===== src/logic/ecic_pkg.sv =====
// Shared constants and types for the capture input control block
package ecic_pkg;
	localparam int ADDR_W = 10;
	localparam int NCH = 4;
	localparam int NPIN = 8;
	// Register indices; byte address is four times the index
	localparam logic [7:0] IDX_CAP = 8'h90;
	localparam logic [7:0] IDX_ACCUM_COUNT_HIGH = 8'ha4;
	localparam logic [7:0] IDX_ACCUM_COUNT_LOW = 8'ha5;
	localparam logic [7:0] IDX_FORCE = 8'ha6;
	localparam logic [7:0] IDX_PACEN = 8'ha8;
	localparam logic [7:0] IDX_DLY = 8'ha9;
	localparam logic [7:0] IDX_OVW = 8'haa;
	localparam logic [7:0] IDX_SYS = 8'hab;
	localparam logic [7:0] IDX_TST = 8'had;
	localparam logic [7:0] IDX_PORT = 8'hae;
	localparam logic [7:0] IDX_DDR = 8'haf;
	localparam logic [7:0] IDX_ACCUMULATOR_B_CONTROL = 8'hb0;
	localparam logic [7:0] IDX_ACCUMULATOR_B_FLAGS = 8'hb1;
	localparam logic [7:0] IDX_PA1H = 8'hb4;
	localparam logic [7:0] IDX_PA0H = 8'hb5;
	localparam logic [7:0] IDX_HOLD = 8'hb8;
	// Field positions
	localparam int FORCE_BIT = 4;
	localparam int ACCUM_B_ENABLE_BIT = 6;
	localparam int OVI_BIT = 1;
	localparam int OVF_BIT = 1;
	localparam int BYP_BIT = 1;
	localparam logic [7:0] RST_REG = 8'h00;
	localparam logic [7:0] BYTE_MAX = 8'hff;
	localparam logic [1:0] RESP_OKAY = 2'h0;
	localparam logic [1:0] RESP_SLVERR = 2'h2;
	// Delay filter lengths in module clock cycles
	localparam logic [1:0] DLY_OFF = 2'h0;
	localparam logic [10:0] DLY_256 = 11'h100;
	localparam logic [10:0] DLY_512 = 11'h200;
	localparam logic [10:0] DLY_1024 = 11'h400;

	typedef enum logic {FLT_IDLE = 1'b0, FLT_WAIT = 1'b1} ecic_flt_t;

	typedef struct packed {
		logic [3:0] share;
		logic       flag_on_latch_mode;
		logic       byte_acc_saturate;
		logic       holding_buffer_enable;
		logic       latch_not_queue;
	} ecic_sys_t;

	function automatic logic [10:0] dly_cycles(input logic [1:0] sel);
		unique case (sel)
			2'h1: return DLY_256;
			2'h2: return DLY_512;
			default: return DLY_1024;
		endcase
	endfunction

	function automatic logic [7:0] pair_idx(input logic [7:0] base,
		input int c);
		return base + 8'(2 * c);
	endfunction
endpackage


===== src/logic/ecic_top.sv =====
// Capture input control: delay filter, buffering, accumulator B, port
// Behaviour
// RL1: Enabled filter counts delay after valid edge
// RL2: Pulse only if level flipped after delay
// RL3: Counter self-clears; edges spaced beyond delay
// RL4: Select 00 bypass, 256, 512, 1024 cycles
// RL5: Read or latched capture is empty
// RL6: No-overwrite bit writes only empty registers
// RL7: System control write-once in normal mode
// RL8: Share bit routes pin x to channel y
// RL9: Flag-on-latch in queue flags holding loads
// RL10: Byte accumulators wrap or saturate at ff
// RL11: Buffer disable stops latch and queue
// RL12: Force latch copies captures and accumulators
// RL13: Queue mode shifts capture into holding
// RL14: Modulus zero latches then clears accumulators
// RL15: Test bypass bit writable in special mode
// RL16: Port read returns pin or latch
// RL17: Software frees line 7 from compare 7; no such control here, oc_enable[7] always forces line 7
// RL18: Inputs held over two clock periods
// RL19: Direction bits; compare forces output
// RL20: Accumulator B cascades bytes from channel 0
// RL21: B runs without timer; irq when enabled
// RL22: B overflow flag set on wrap, cleared
// RL23: Forced latch clears byte accumulators
// RL24: Two-stage synchroniser before edge logic
//
// The AXI4-Lite interface to the registers is this design's own decision.
`timescale 1ns/1ps
module ecic_top (
	// Clock and reset
	input  wire logic                        mclk,
	input  wire logic                        rst,
	// AXI4-Lite slave
	input  wire logic [ecic_pkg::ADDR_W-1:0] awaddr,
	input  wire logic                        awvalid,
	output logic                             awready,
	input  wire logic [31:0]                 wdata,
	input  wire logic [3:0]                  wstrb,
	input  wire logic                        wvalid,
	output logic                             wready,
	output logic [1:0]                       bresp,
	output logic                             bvalid,
	input  wire logic                        bready,
	input  wire logic [ecic_pkg::ADDR_W-1:0] araddr,
	input  wire logic                        arvalid,
	output logic                             arready,
	output logic [31:0]                      rdata,
	output logic [1:0]                       rresp,
	output logic                             rvalid,
	input  wire logic                        rready,
	// Timer port pins
	input  wire logic [7:0]                  port_pin_in,
	output logic [7:0]                       port_pin_out,
	output logic [7:0]                       port_pin_oe,
	// Main timer and modulus counter side
	input  wire logic [15:0]                 timer_count,
	input  wire logic                        modulus_zero,
	input  wire logic                        special_mode_low,
	input  wire logic                        fast_flag_clear,
	input  wire logic [7:0]                  oc_enable,
	input  wire logic [7:0]                  oc_level,
	// Results
	output logic [3:0]                       capture_flags,
	output logic                             divider_chain_bypass,
	output logic                             accum_b_irq
);
	localparam int NCH = ecic_pkg::NCH;
	localparam int NPIN = ecic_pkg::NPIN;

	logic [7:0]  sync1_r, sync2_r, prev_r, ev_flt_r, lvl_before_r;
	ecic_pkg::ecic_flt_t fst_r [NPIN];
	logic [10:0] cnt_r [NPIN];
	logic [15:0] cap_r [NCH];
	logic [15:0] hold_r [NCH];
	logic [3:0]  cap_full_r, hold_full_r;
	logic [7:0]  dly_r, novw_r, pacen_r, timer_port_data_r, timer_port_direction_r, accumulator_b_control_r;
	ecic_pkg::ecic_sys_t sys_r;
	logic        sys_written_r, ovf_r;
	logic [7:0]  byte_accumulator_0_r, byte_accumulator_1_r, pah0_r, pah1_r;
	logic        aw_got_r, w_got_r;
	logic [7:0]  aw_idx_r, wdata_r;
	logic        wstrb0_r;

	// Bus decode
	wire         aw_take = awvalid & awready;
	wire         w_take = wvalid & wready;
	wire         ar_take = arvalid & arready;
	wire         do_wr = aw_got_r & w_got_r & ~bvalid;
	wire  [7:0]  ar_idx = araddr[9:2];
	wire         wr_b = do_wr & wstrb0_r;
	logic [31:0] rd_word;
	logic        rd_hit, wr_hit;
	logic [3:0]  rd_cap, rd_hold;

	// Filter and channel routing
	wire  [7:0]  edge_raw = sync2_r ^ prev_r;
	wire  [1:0]  dly_sel = dly_r[1:0];
	wire         flt_on = dly_sel != ecic_pkg::DLY_OFF;
	wire  [10:0] dly_last = ecic_pkg::dly_cycles(dly_sel) - 11'h001;
	wire  [7:0]  ev_pin = flt_on ? ev_flt_r : edge_raw;
	wire  [3:0]  ev_ch = (sys_r.share & ev_pin[7:4])
		| (~sys_r.share & ev_pin[3:0]); // RL8

	// Buffering modes
	wire         queue = sys_r.holding_buffer_enable
		& ~sys_r.latch_not_queue; // RL11
	wire         force_wr = wr_b & aw_idx_r == ecic_pkg::IDX_FORCE
		& wdata_r[ecic_pkg::FORCE_BIT];
	wire         latch_ev = sys_r.holding_buffer_enable
		& sys_r.latch_not_queue & (modulus_zero | force_wr); // RL12 RL14
	wire  [3:0]  hold_ok = ~novw_r[3:0] | ~hold_full_r; // RL6
	wire  [3:0]  cap_ok = ~novw_r[3:0] | ~cap_full_r; // RL6
	wire  [3:0]  q_shift = {4{queue}} & ev_ch & cap_full_r & hold_ok;
	wire  [3:0]  flag_nxt = queue & sys_r.flag_on_latch_mode
		? q_shift : ev_ch; // RL9

	// Accumulators
	wire         accum_b_enable = accumulator_b_control_r[ecic_pkg::ACCUM_B_ENABLE_BIT];
	wire         sat = sys_r.byte_acc_saturate & ~accum_b_enable;
	wire         inc0 = ev_ch[0] & (accum_b_enable | pacen_r[0]); // RL20
	wire         inc1 = accum_b_enable ? inc0 & byte_accumulator_0_r == ecic_pkg::BYTE_MAX
		: ev_ch[1] & pacen_r[1]; // RL20
	wire         wrap1 = inc1 & byte_accumulator_1_r == ecic_pkg::BYTE_MAX & ~sat;
	wire         wr_accum_count_high = wr_b & aw_idx_r == ecic_pkg::IDX_ACCUM_COUNT_HIGH;
	wire         wr_accum_count_low = wr_b & aw_idx_r == ecic_pkg::IDX_ACCUM_COUNT_LOW;
	wire         pacn_touch = fast_flag_clear & (wr_accum_count_high | wr_accum_count_low
		| (ar_take & (ar_idx == ecic_pkg::IDX_ACCUM_COUNT_HIGH
		| ar_idx == ecic_pkg::IDX_ACCUM_COUNT_LOW)));
	wire         ovf_clr = pacn_touch | (wr_b & aw_idx_r
		== ecic_pkg::IDX_ACCUMULATOR_B_FLAGS & wdata_r[ecic_pkg::OVF_BIT]); // RL22
	wire  [7:0]  out_dir = timer_port_direction_r | oc_enable; // RL19
	wire  [7:0]  port_rd = (out_dir & timer_port_data_r) | (~out_dir & sync2_r);

	function automatic logic [7:0] acc_step(input logic [7:0] v,
		input logic s);
		if (s && v == ecic_pkg::BYTE_MAX)
			return v; // RL10
		return v + 8'h01;
	endfunction

	always_comb
	begin
		rd_word = 32'h0;
		rd_hit = 1'b1;
		unique case (ar_idx)
			ecic_pkg::IDX_ACCUM_COUNT_HIGH: rd_word[7:0] = byte_accumulator_1_r;
			ecic_pkg::IDX_ACCUM_COUNT_LOW: rd_word[7:0] = byte_accumulator_0_r;
			ecic_pkg::IDX_FORCE: rd_word[7:0] = ecic_pkg::RST_REG;
			ecic_pkg::IDX_PACEN: rd_word[7:0] = pacen_r;
			ecic_pkg::IDX_DLY: rd_word[7:0] = dly_r;
			ecic_pkg::IDX_OVW: rd_word[7:0] = novw_r;
			ecic_pkg::IDX_SYS: rd_word[7:0] = sys_r;
			ecic_pkg::IDX_TST: rd_word[ecic_pkg::BYP_BIT] =
				divider_chain_bypass;
			ecic_pkg::IDX_PORT: rd_word[7:0] = port_rd; // RL16
			ecic_pkg::IDX_DDR: rd_word[7:0] = timer_port_direction_r;
			ecic_pkg::IDX_ACCUMULATOR_B_CONTROL: rd_word[7:0] = accumulator_b_control_r;
			ecic_pkg::IDX_ACCUMULATOR_B_FLAGS: rd_word[ecic_pkg::OVF_BIT] = ovf_r;
			ecic_pkg::IDX_PA1H: rd_word[7:0] = pah1_r;
			ecic_pkg::IDX_PA0H: rd_word[7:0] = pah0_r;
			default:
			begin
				rd_hit = 1'b0;
				for (int c = 0; c < NCH; c++)
				begin
					if (ar_idx == ecic_pkg::pair_idx(ecic_pkg::IDX_CAP, c))
					begin
						rd_word[15:0] = cap_r[c];
						rd_hit = 1'b1;
					end
					if (ar_idx == ecic_pkg::pair_idx(ecic_pkg::IDX_HOLD, c))
					begin
						rd_word[15:0] = hold_r[c];
						rd_hit = 1'b1;
					end
				end
			end
		endcase
	end

	always_comb
	begin
		wr_hit = 1'b0;
		for (int c = 0; c < NCH; c++)
		begin
			rd_cap[c] = ar_take
				& ar_idx == ecic_pkg::pair_idx(ecic_pkg::IDX_CAP, c);
			rd_hold[c] = ar_take
				& ar_idx == ecic_pkg::pair_idx(ecic_pkg::IDX_HOLD, c);
			if (aw_idx_r == ecic_pkg::pair_idx(ecic_pkg::IDX_CAP, c)
				|| aw_idx_r == ecic_pkg::pair_idx(ecic_pkg::IDX_HOLD, c))
				wr_hit = 1'b1;
		end
		if (aw_idx_r >= ecic_pkg::IDX_ACCUM_COUNT_HIGH
			&& aw_idx_r <= ecic_pkg::IDX_PA0H
			&& aw_idx_r != 8'ha7 && aw_idx_r != 8'hac
			&& aw_idx_r != 8'hb2 && aw_idx_r != 8'hb3)
			wr_hit = 1'b1;
	end

	// AXI4-Lite write channel; both halves are taken in either order
	always_ff @(posedge mclk or posedge rst)
	begin
		if (rst)
		begin
			awready <= 1'b0;
			wready <= 1'b0;
			aw_got_r <= 1'b0;
			w_got_r <= 1'b0;
			aw_idx_r <= 8'h00;
			wdata_r <= 8'h00;
			wstrb0_r <= 1'b0;
			bvalid <= 1'b0;
			bresp <= ecic_pkg::RESP_OKAY;
		end
		else
		begin
			awready <= ~aw_got_r & ~aw_take & ~bvalid & ~do_wr;
			wready <= ~w_got_r & ~w_take & ~bvalid & ~do_wr;
			if (aw_take)
			begin
				aw_got_r <= 1'b1;
				aw_idx_r <= awaddr[9:2];
			end
			if (w_take)
			begin
				w_got_r <= 1'b1;
				wdata_r <= wdata[7:0];
				wstrb0_r <= wstrb[0];
			end
			if (do_wr)
			begin
				aw_got_r <= 1'b0;
				w_got_r <= 1'b0;
				bvalid <= 1'b1;
				bresp <= wr_hit ? ecic_pkg::RESP_OKAY
					: ecic_pkg::RESP_SLVERR;
			end
			if (bvalid && bready)
				bvalid <= 1'b0;
		end
	end

	// AXI4-Lite read channel; answer one cycle after the address is taken
	always_ff @(posedge mclk or posedge rst)
	begin
		if (rst)
		begin
			arready <= 1'b0;
			rvalid <= 1'b0;
			rdata <= 32'h0;
			rresp <= ecic_pkg::RESP_OKAY;
		end
		else if (ar_take)
		begin
			arready <= 1'b0;
			rvalid <= 1'b1;
			rdata <= rd_word;
			rresp <= rd_hit ? ecic_pkg::RESP_OKAY : ecic_pkg::RESP_SLVERR;
		end
		else if (rvalid && rready)
			rvalid <= 1'b0;
		else if (!rvalid)
			arready <= 1'b1;
	end

	// Synchroniser, edge detector and delay filter per pin
	always_ff @(posedge mclk or posedge rst)
	begin
		if (rst)
		begin
			sync1_r <= 8'h00;
			sync2_r <= 8'h00;
			prev_r <= 8'h00;
			ev_flt_r <= 8'h00;
			lvl_before_r <= 8'h00;
			for (int i = 0; i < NPIN; i++)
			begin
				fst_r[i] <= ecic_pkg::FLT_IDLE;
				cnt_r[i] <= 11'h000;
			end
		end
		else
		begin
			sync1_r <= port_pin_in; // RL24
			sync2_r <= sync1_r; // RL24
			prev_r <= sync2_r;
			for (int i = 0; i < NPIN; i++)
			begin
				ev_flt_r[i] <= 1'b0;
				unique case (fst_r[i])
					ecic_pkg::FLT_IDLE:
						if (flt_on && edge_raw[i])
						begin
							fst_r[i] <= ecic_pkg::FLT_WAIT; // RL1
							lvl_before_r[i] <= prev_r[i];
						end
					ecic_pkg::FLT_WAIT:
						if (!flt_on)
						begin
							fst_r[i] <= ecic_pkg::FLT_IDLE;
							cnt_r[i] <= 11'h000;
						end
						else if (cnt_r[i] >= dly_last) // RL4
						begin
							fst_r[i] <= ecic_pkg::FLT_IDLE;
							cnt_r[i] <= 11'h000; // RL3
							ev_flt_r[i] <= sync2_r[i] ^ lvl_before_r[i]; // RL2
						end
						else
							cnt_r[i] <= cnt_r[i] + 11'h001; // RL1
				endcase
			end
		end
	end

	// Control registers
	always_ff @(posedge mclk or posedge rst)
	begin
		if (rst)
		begin
			dly_r <= ecic_pkg::RST_REG;
			novw_r <= ecic_pkg::RST_REG;
			pacen_r <= ecic_pkg::RST_REG;
			timer_port_data_r <= ecic_pkg::RST_REG;
			timer_port_direction_r <= ecic_pkg::RST_REG;
			accumulator_b_control_r <= ecic_pkg::RST_REG;
			sys_r <= ecic_pkg::RST_REG;
			sys_written_r <= 1'b0;
			divider_chain_bypass <= 1'b0;
		end
		else if (wr_b)
		begin
			unique case (aw_idx_r)
				ecic_pkg::IDX_DLY: dly_r <= wdata_r;
				ecic_pkg::IDX_OVW: novw_r <= wdata_r;
				ecic_pkg::IDX_PACEN: pacen_r <= wdata_r;
				ecic_pkg::IDX_PORT: timer_port_data_r <= wdata_r;
				ecic_pkg::IDX_DDR: timer_port_direction_r <= wdata_r;
				ecic_pkg::IDX_ACCUMULATOR_B_CONTROL: accumulator_b_control_r <= wdata_r;
				ecic_pkg::IDX_SYS:
					if (!special_mode_low || !sys_written_r) // RL7
					begin
						sys_r <= wdata_r;
						sys_written_r <= 1'b1;
					end
				ecic_pkg::IDX_TST:
					if (!special_mode_low) // RL15
						divider_chain_bypass <= wdata_r[ecic_pkg::BYP_BIT];
				default: ;
			endcase
		end
	end

	// Capture and holding registers; later assignments take priority
	always_ff @(posedge mclk or posedge rst)
	begin
		if (rst)
		begin
			cap_full_r <= 4'h0;
			hold_full_r <= 4'h0;
			capture_flags <= 4'h0;
			for (int c = 0; c < NCH; c++)
			begin
				cap_r[c] <= 16'h0000;
				hold_r[c] <= 16'h0000;
			end
		end
		else
		begin
			capture_flags <= flag_nxt; // RL9
			for (int c = 0; c < NCH; c++)
			begin
				if (rd_cap[c])
					cap_full_r[c] <= 1'b0; // RL5
				if (rd_hold[c])
					hold_full_r[c] <= 1'b0; // RL5
				if (latch_ev && hold_ok[c])
				begin
					hold_r[c] <= cap_r[c]; // RL14
					hold_full_r[c] <= 1'b1;
					cap_full_r[c] <= 1'b0; // RL5
				end
				if (q_shift[c])
				begin
					hold_r[c] <= cap_r[c]; // RL13
					hold_full_r[c] <= 1'b1;
				end
				if (ev_ch[c] && (q_shift[c] || cap_ok[c]))
				begin
					cap_r[c] <= timer_count; // RL13
					cap_full_r[c] <= 1'b1;
				end
			end
		end
	end

	// Byte accumulators, accumulator B and port pins
	always_ff @(posedge mclk or posedge rst)
	begin
		if (rst)
		begin
			byte_accumulator_0_r <= 8'h00;
			byte_accumulator_1_r <= 8'h00;
			pah0_r <= 8'h00;
			pah1_r <= 8'h00;
			ovf_r <= 1'b0;
			accum_b_irq <= 1'b0;
			port_pin_out <= 8'h00;
			port_pin_oe <= 8'h00;
		end
		else
		begin
			if (inc0)
				byte_accumulator_0_r <= acc_step(byte_accumulator_0_r, sat); // RL10
			if (inc1)
				byte_accumulator_1_r <= acc_step(byte_accumulator_1_r, sat); // RL10
			if (latch_ev)
			begin
				pah0_r <= byte_accumulator_0_r;
				pah1_r <= byte_accumulator_1_r;
				byte_accumulator_0_r <= 8'h00; // RL23
				byte_accumulator_1_r <= 8'h00; // RL14
			end
			if (wr_accum_count_low)
				byte_accumulator_0_r <= wdata_r;
			if (wr_accum_count_high)
				byte_accumulator_1_r <= wdata_r;
			ovf_r <= wrap1 | (ovf_r & ~ovf_clr); // RL22
			accum_b_irq <= ovf_r & accumulator_b_control_r[ecic_pkg::OVI_BIT]; // RL21
			port_pin_out <= (oc_enable & oc_level)
				| (~oc_enable & timer_port_data_r); // RL16
			port_pin_oe <= out_dir; // RL19
		end
	end

	chk_flt_bound: assert property (@(posedge mclk) disable iff (rst) // RL4
		fst_r[0] == ecic_pkg::FLT_WAIT && flt_on |-> cnt_r[0] <= dly_last)
		else $error("delay counter ran past its length");
	chk_flt_reject: assert property (@(posedge mclk) disable iff (rst) // RL2
		ev_flt_r[0] |-> prev_r[0] != $past(lvl_before_r[0]))
		else $error("filtered pulse without level change");
	chk_flt_clear: assert property (@(posedge mclk) disable iff (rst) // RL3
		ev_flt_r[0] |-> cnt_r[0] == 11'h000
		&& fst_r[0] == ecic_pkg::FLT_IDLE)
		else $error("delay counter not cleared after pulse");
	chk_sys_once: assert property (@(posedge mclk) disable iff (rst) // RL7
		special_mode_low && sys_written_r |=> $stable(sys_r))
		else $error("system control rewritten in normal mode");
	chk_novw_keep: assert property (@(posedge mclk) disable iff (rst) // RL6
		novw_r[0] && cap_full_r[0] && hold_full_r[0]
		|=> $stable(cap_r[0]) && $stable(hold_r[0]))
		else $error("protected capture overwritten");
	chk_acc_sat: assert property (@(posedge mclk) disable iff (rst) // RL10
		sat && byte_accumulator_0_r == ecic_pkg::BYTE_MAX && !latch_ev && !wr_accum_count_low
		|=> byte_accumulator_0_r == ecic_pkg::BYTE_MAX)
		else $error("saturated accumulator moved");
	chk_latch_zero: assert property (@(posedge mclk) disable iff (rst) // RL14
		latch_ev && !wr_accum_count_low && !wr_accum_count_high
		|=> byte_accumulator_0_r == 8'h00 && byte_accumulator_1_r == 8'h00)
		else $error("accumulators not cleared by latch");
	chk_b_irq: assert property (@(posedge mclk) disable iff (rst) // RL22
		wrap1 |=> ovf_r ##1 accum_b_irq == accumulator_b_control_r[ecic_pkg::OVI_BIT])
		else $error("overflow flag or interrupt missing");
endmodule


===== config.mk =====
export PLATFORM = sky130hd
export DESIGN_NAME = ecic_top
export DESIGN_NICKNAME = d
export VERILOG_FILES = /design/src/logic/ecic_pkg.sv /design/src/logic/ecic_top.sv
export SDC_FILE = /design/constraint.sdc
export NUM_CORES = 1
export LEC_CHECK = 0
export BUFFER_PORTS_ARGS = -buffer_cell sky130_fd_sc_hd__buf_2
export CAP_MARGIN = 10
export CORE_ASPECT_RATIO = 0.8
export CORE_MARGIN = 3
export CORE_UTILIZATION = 40
export CTS_CLUSTER_SIZE = 8
export DETAILED_ROUTE_END_ITERATION = 8
export SLEW_MARGIN = 20
export SYNTH_ARGS = -nofsm -noshare
export SYNTH_HDL_FRONTEND = slang
export SYNTH_SLANG_ARGS = --single-unit

===== constraint.sdc =====
create_clock -name mclk -period 16.6 [get_ports mclk]
set_input_delay 1.66 -clock mclk [delete_from_list [all_inputs] [get_ports mclk]]
set_output_delay 1.66 -clock mclk [all_outputs]
set_load 0.005 [all_outputs]

## After elaboration in Yosys (flattened, before gate mapping)

Index checks and enable logic that the tools add are counted.

- Bits in registers: 428
- Word-level logic and storage cells: 485

- Add/sub/neg operators: 11
- Magnitude comparators: 10
- Equality and inequality tests: 54
- Muxes and demuxes: 159
- Bitwise gates (word level): 96
- Reduce and logical (&&, ||, !) cells: 76

Operators with widths:

| operator | number |
|---|---|
| $eq A8 B8 Y1 const B | 44 |
| $mux W16 | 16 |
| $mux W11 | 16 |
| $mux W1 | 102 |
| $add A11 B1 Y11 const B | 8 |
| $ge A11 B11 Y1 | 8 |
| $mux W8 | 10 |
| $pmux W6 S12 | 1 |
| $and A1 B1 Y1 | 40 |
| $reduce_and A2 Y1 | 17 |
| $and A8 B8 Y8 | 4 |
| $ne A8 B8 Y1 const B | 4 |
| $reduce_bool A3 Y1 | 10 |
| $logic_and A1 B1 Y1 | 25 |
| $or A8 B8 Y8 | 3 |
| $pmux W11 S2 | 1 |
| $and A4 B4 Y4 | 5 |
| $not A1 Y1 | 19 |
| $reduce_bool A2 Y1 | 9 |
| $add A8 B1 Y8 const B | 2 |
| $not A4 Y4 | 4 |
| $not A8 Y8 | 2 |
| $pmux W1 S2 | 8 |
| $pmux W1 S14 | 1 |
| 20 further kinds | 47 |

## Longest topological paths before layout

- Depth after elaboration: 12
- Depth in mapped cells: 11
- Gate-level depth less buffers: 9

## Worst setup path after synthesis

No wires, ideal clock.

- Path type: input-to-reg
- From: in araddr[8] (netlist bit)
- To: reg rdata[4]
- Library setup time: 136 ps
- Arrival time: 3322 ps
- Required time: 16464 ps
- Slack: 13142 ps
- Stages: 7
- Path buffers: 1
- Cells stage by stage: clkbuf_1 > nor4b_1 > nand2_1 > o21ai_0 > a221oi_1 > a2111oi_0 > o41ai_1

- Word-level cells in the longest chain between the ends: 10

Ends and longest elaborated chain:

| element | line | RTL |
|---|---|---|
| start: declaration | ecic_top.sv:45 | `input wire logic [ecic_pkg::ADDR_W-1:0] araddr,` |
| $eq A8 B8 Y1 | ecic_top.sv:167 | `if (ar_idx == ecic_pkg::pair_idx(ecic_pkg::IDX_CAP, c))` |
| $mux W16 | ecic_top.sv:167 |  |
| $mux W16 | ecic_top.sv:172 | `if (ar_idx == ecic_pkg::pair_idx(ecic_pkg::IDX_HOLD, c))` |
| $mux W16 | ecic_top.sv:167 |  |
| $mux W16 | ecic_top.sv:172 |  |
| $mux W16 | ecic_top.sv:167 |  |
| $mux W16 | ecic_top.sv:172 |  |
| $mux W16 | ecic_top.sv:167 |  |
| $mux W16 | ecic_top.sv:172 |  |
| $pmux W6 S12 (*) | ecic_top.sv:146 | `unique case (ar_idx)` |
| end signal: assignment | ecic_top.sv:259 | `rdata <= rd_word;` |
| end: declaration | ecic_top.sv:48 | `output logic [31:0] rdata,` |

Every way passes the cells marked *; elsewhere a longest branch is shown, timed or not.
A chain may end at the register's enable or synchronous reset.

## Worst setup path in the final report

- From: in araddr[3] (netlist bit)
- To: reg rdata[7]

The elaborated chain is that of the path after synthesis.

==> metrics <==
Main synth FF type dfrtp_1; endpoints failing hold 0; vias in the first global route 15800; CP required 17.09 ns; postcts setup bufs 0; leading area contributor after synthesis dfrtp_1; Slew @ Worst Pin 1.17 ns; port bufs 119; worst-case clock buffer depth 3; Sequential Area 10700 µm²; setup violators final 0; Netlist cell types 82; largest net degree at the start of global routing 158; LEAKAGE 10.6 nW; Nets 2187; fin crit share 26.1%; Critical Path Start Type primary input; die area 54900 µm²; fin. max-slew vios 0; Worst-path clk slew 0.05 ns; post-synth top area share 51.2%; RSZ-0062 raised after global routing false; reg2reg start dly_r[0]; Root Buffer clkbuf_16; register area share after synthesis 51.2%; Placer Congestion 0.872; Reg2Reg Depth 8; fill cell count 4757; Hold Path End sync2_r[4]; #FFs+latches synth 426; initial antenna violation count 2; maximum VDD drop 82.9 µV; clk sinks 426; DRT Wirelength 58100 µm; TritonCTS buffer count 59; DR vias/cell 5.81; drt pass-1 iters 5; Hold Path Cell Cnt 0; final std cells w/o fill 2734; footprint of the multi-input gates 9640 µm²; Detailed Route Iter0 Violations 1271; Layout area overhead 13.7%; Die H 210 µm; Placed Cells 2667; Residual DRC 0; FFs w/ async S/R, synth 100%; worst skew pair latency 0.62 ns; row count 74; Syn Area/Cell 10.8 µm²; Antenna Nets Post-Route 0; Worst Skew 0.0238 ns; Synth area leaders dfrtp_1, mux2_2, o21ai_0; GRT Residual Overflow 0; Commonest cells post-synth dfrtp_1, mux2_2, nand2_1, o21ai_0, nor2_1; chip width 261 µm; worst r2r dst cnt_r[53]; CP endpoint kind register; Ports 169; first-pass GRT wire length 91300 µm; routed len/inst 21.3 µm; Critical Path AT 4.83 ns; post-DP HPWL 39200 µm; PD cells 124 nW/µm²; Vias 15900; synthesized instance count 1930; hold_buf cts 0; hold path startpoint sync1_r[4]; EDFF count, synth 0; Ys Warns 0; Post-Syn Area 20800 µm²; CP max FO 49; Relative slew margins 21.4%; GRT Overall Usage 21.2%; Core Region 51300 µm²; share of cells above drive strength 1 22.9%; reg-to-reg slack, setup 13.42 ns; H-tree depth 2; min Tclk post-route 4.33 ns; Starting Density 40.6%; Setup TNS 0 ns; most common cell in the synthesized netlist dfrtp_1; maxcap violations 0; post-cts sizing count 0; status completed; TritonCTS clock tree yes; FMAX 231 MHz; Hold Crit Class reg -> reg; CP Class in -> reg
## area by class of cell
class | instances | area share (%)
diodes | 1 | 0.0106
clock buffers | 62 | 6.37
clock inverters | 3 | 0.338
inverters | 43 | 0.713
multi-input cells | 1378 | 40.7
flip-flops and latches | 426 | 45.0
well taps | 684 | 3.61
repair buffers | 137 | 3.22
## worst max-delay path: stages
cell,delay [ns]
buf_2,0.34
buf_4,0.60
nand2b_1,0.38
nor3_1,1.03
a2111oi_0,0.37
o41ai_1,0.42
## how the worst max path moves through the flow
stage / start / endpoint / slack, ns / cells past startpoint
after CTS: araddr[3] / rdata[7] / 12.43 / 6
after global placement: araddr[6] / rdata[14] / 11.87 / 6
after floorplan: rst / accum_b_irq / 3.08 / 1
final: araddr[3] / rdata[7] / 12.27 / 6
after global routing: araddr[3] / rdata[7] / 12.27 / 6
after detailed placement: araddr[3] / rdata[7] / 11.80 / 6
## per-layer routing
metal	up-vias	part of all wire, %	track usage (%)
met3	106	7.6	4.40
met1	8016	45	30.7
met2	529	45	32.4
met5	-	0.015	0
met4	2	2.4	6.09
li1	7233	-	-
## sequential cells by signal, indices dropped and copies added, names as in the netlist, 16 cells and up
signal  count
cnt_r      88
rdata      16
hold_r     64
cap_r      64
## cell usage in the layout (no fill, tap or decap), types with 30 or more instances in the layout
cell type / count
o21ai_0: 138
nor3_1: 30
dfrtp_1: 426
ha_1: 36
a21oi_1: 71
mux2i_1: 34
nor2_1: 114
clkbuf_16: 60
mux2_2: 227
buf_2: 119
o22ai_1: 30
nand3_1: 65
nand2_1: 173
inv_1: 40
## cell families (layout without fill, tap and decap cells)
family	Yosys count	after routing	synth area share (%)
mux	266	266	14.4
flops	426	426	51.2
buf+inv	150	245	3.16
simple gates	553	553	13.1
compound gates	461	461	14.4
fa+ha+maj	36	36	2.16
xor+xnor	36	36	1.51
other cells	2	27	0.0361
## power breakdown
part | total [W] | internal, W | switching [W] | leakage, nW
registers | 0.00140 | 0.00121 | 0.000186 | 5.55
clock network | 0.00108 | 0.000648 | 0.000437 | 0.777
logic | 0.000457 | 0.000227 | 0.000230 | 4.24
total | 0.00294 | 0.00208 | 0.000854 | 10.6
## metrics by stage
step	total power [W]	cell area, µm²	setup WS, ns	hold slack, ns	utilization, %
3_5_place_dp	0.00186	22000	11.80	0.336	43.0
4_1_cts	0.00296	23600	12.43	0.347	46.1
3_3_place_gp	0.00184	22000	11.87	0.336	43.0
6_report	0.00294	23700	12.27	0.345	46.2
5_1_grt	0.00308	23700	12.27	0.355	46.2
2_1_floorplan	0.00168	20900	3.08	0.331	-
(Power assumes the default switching activity.)
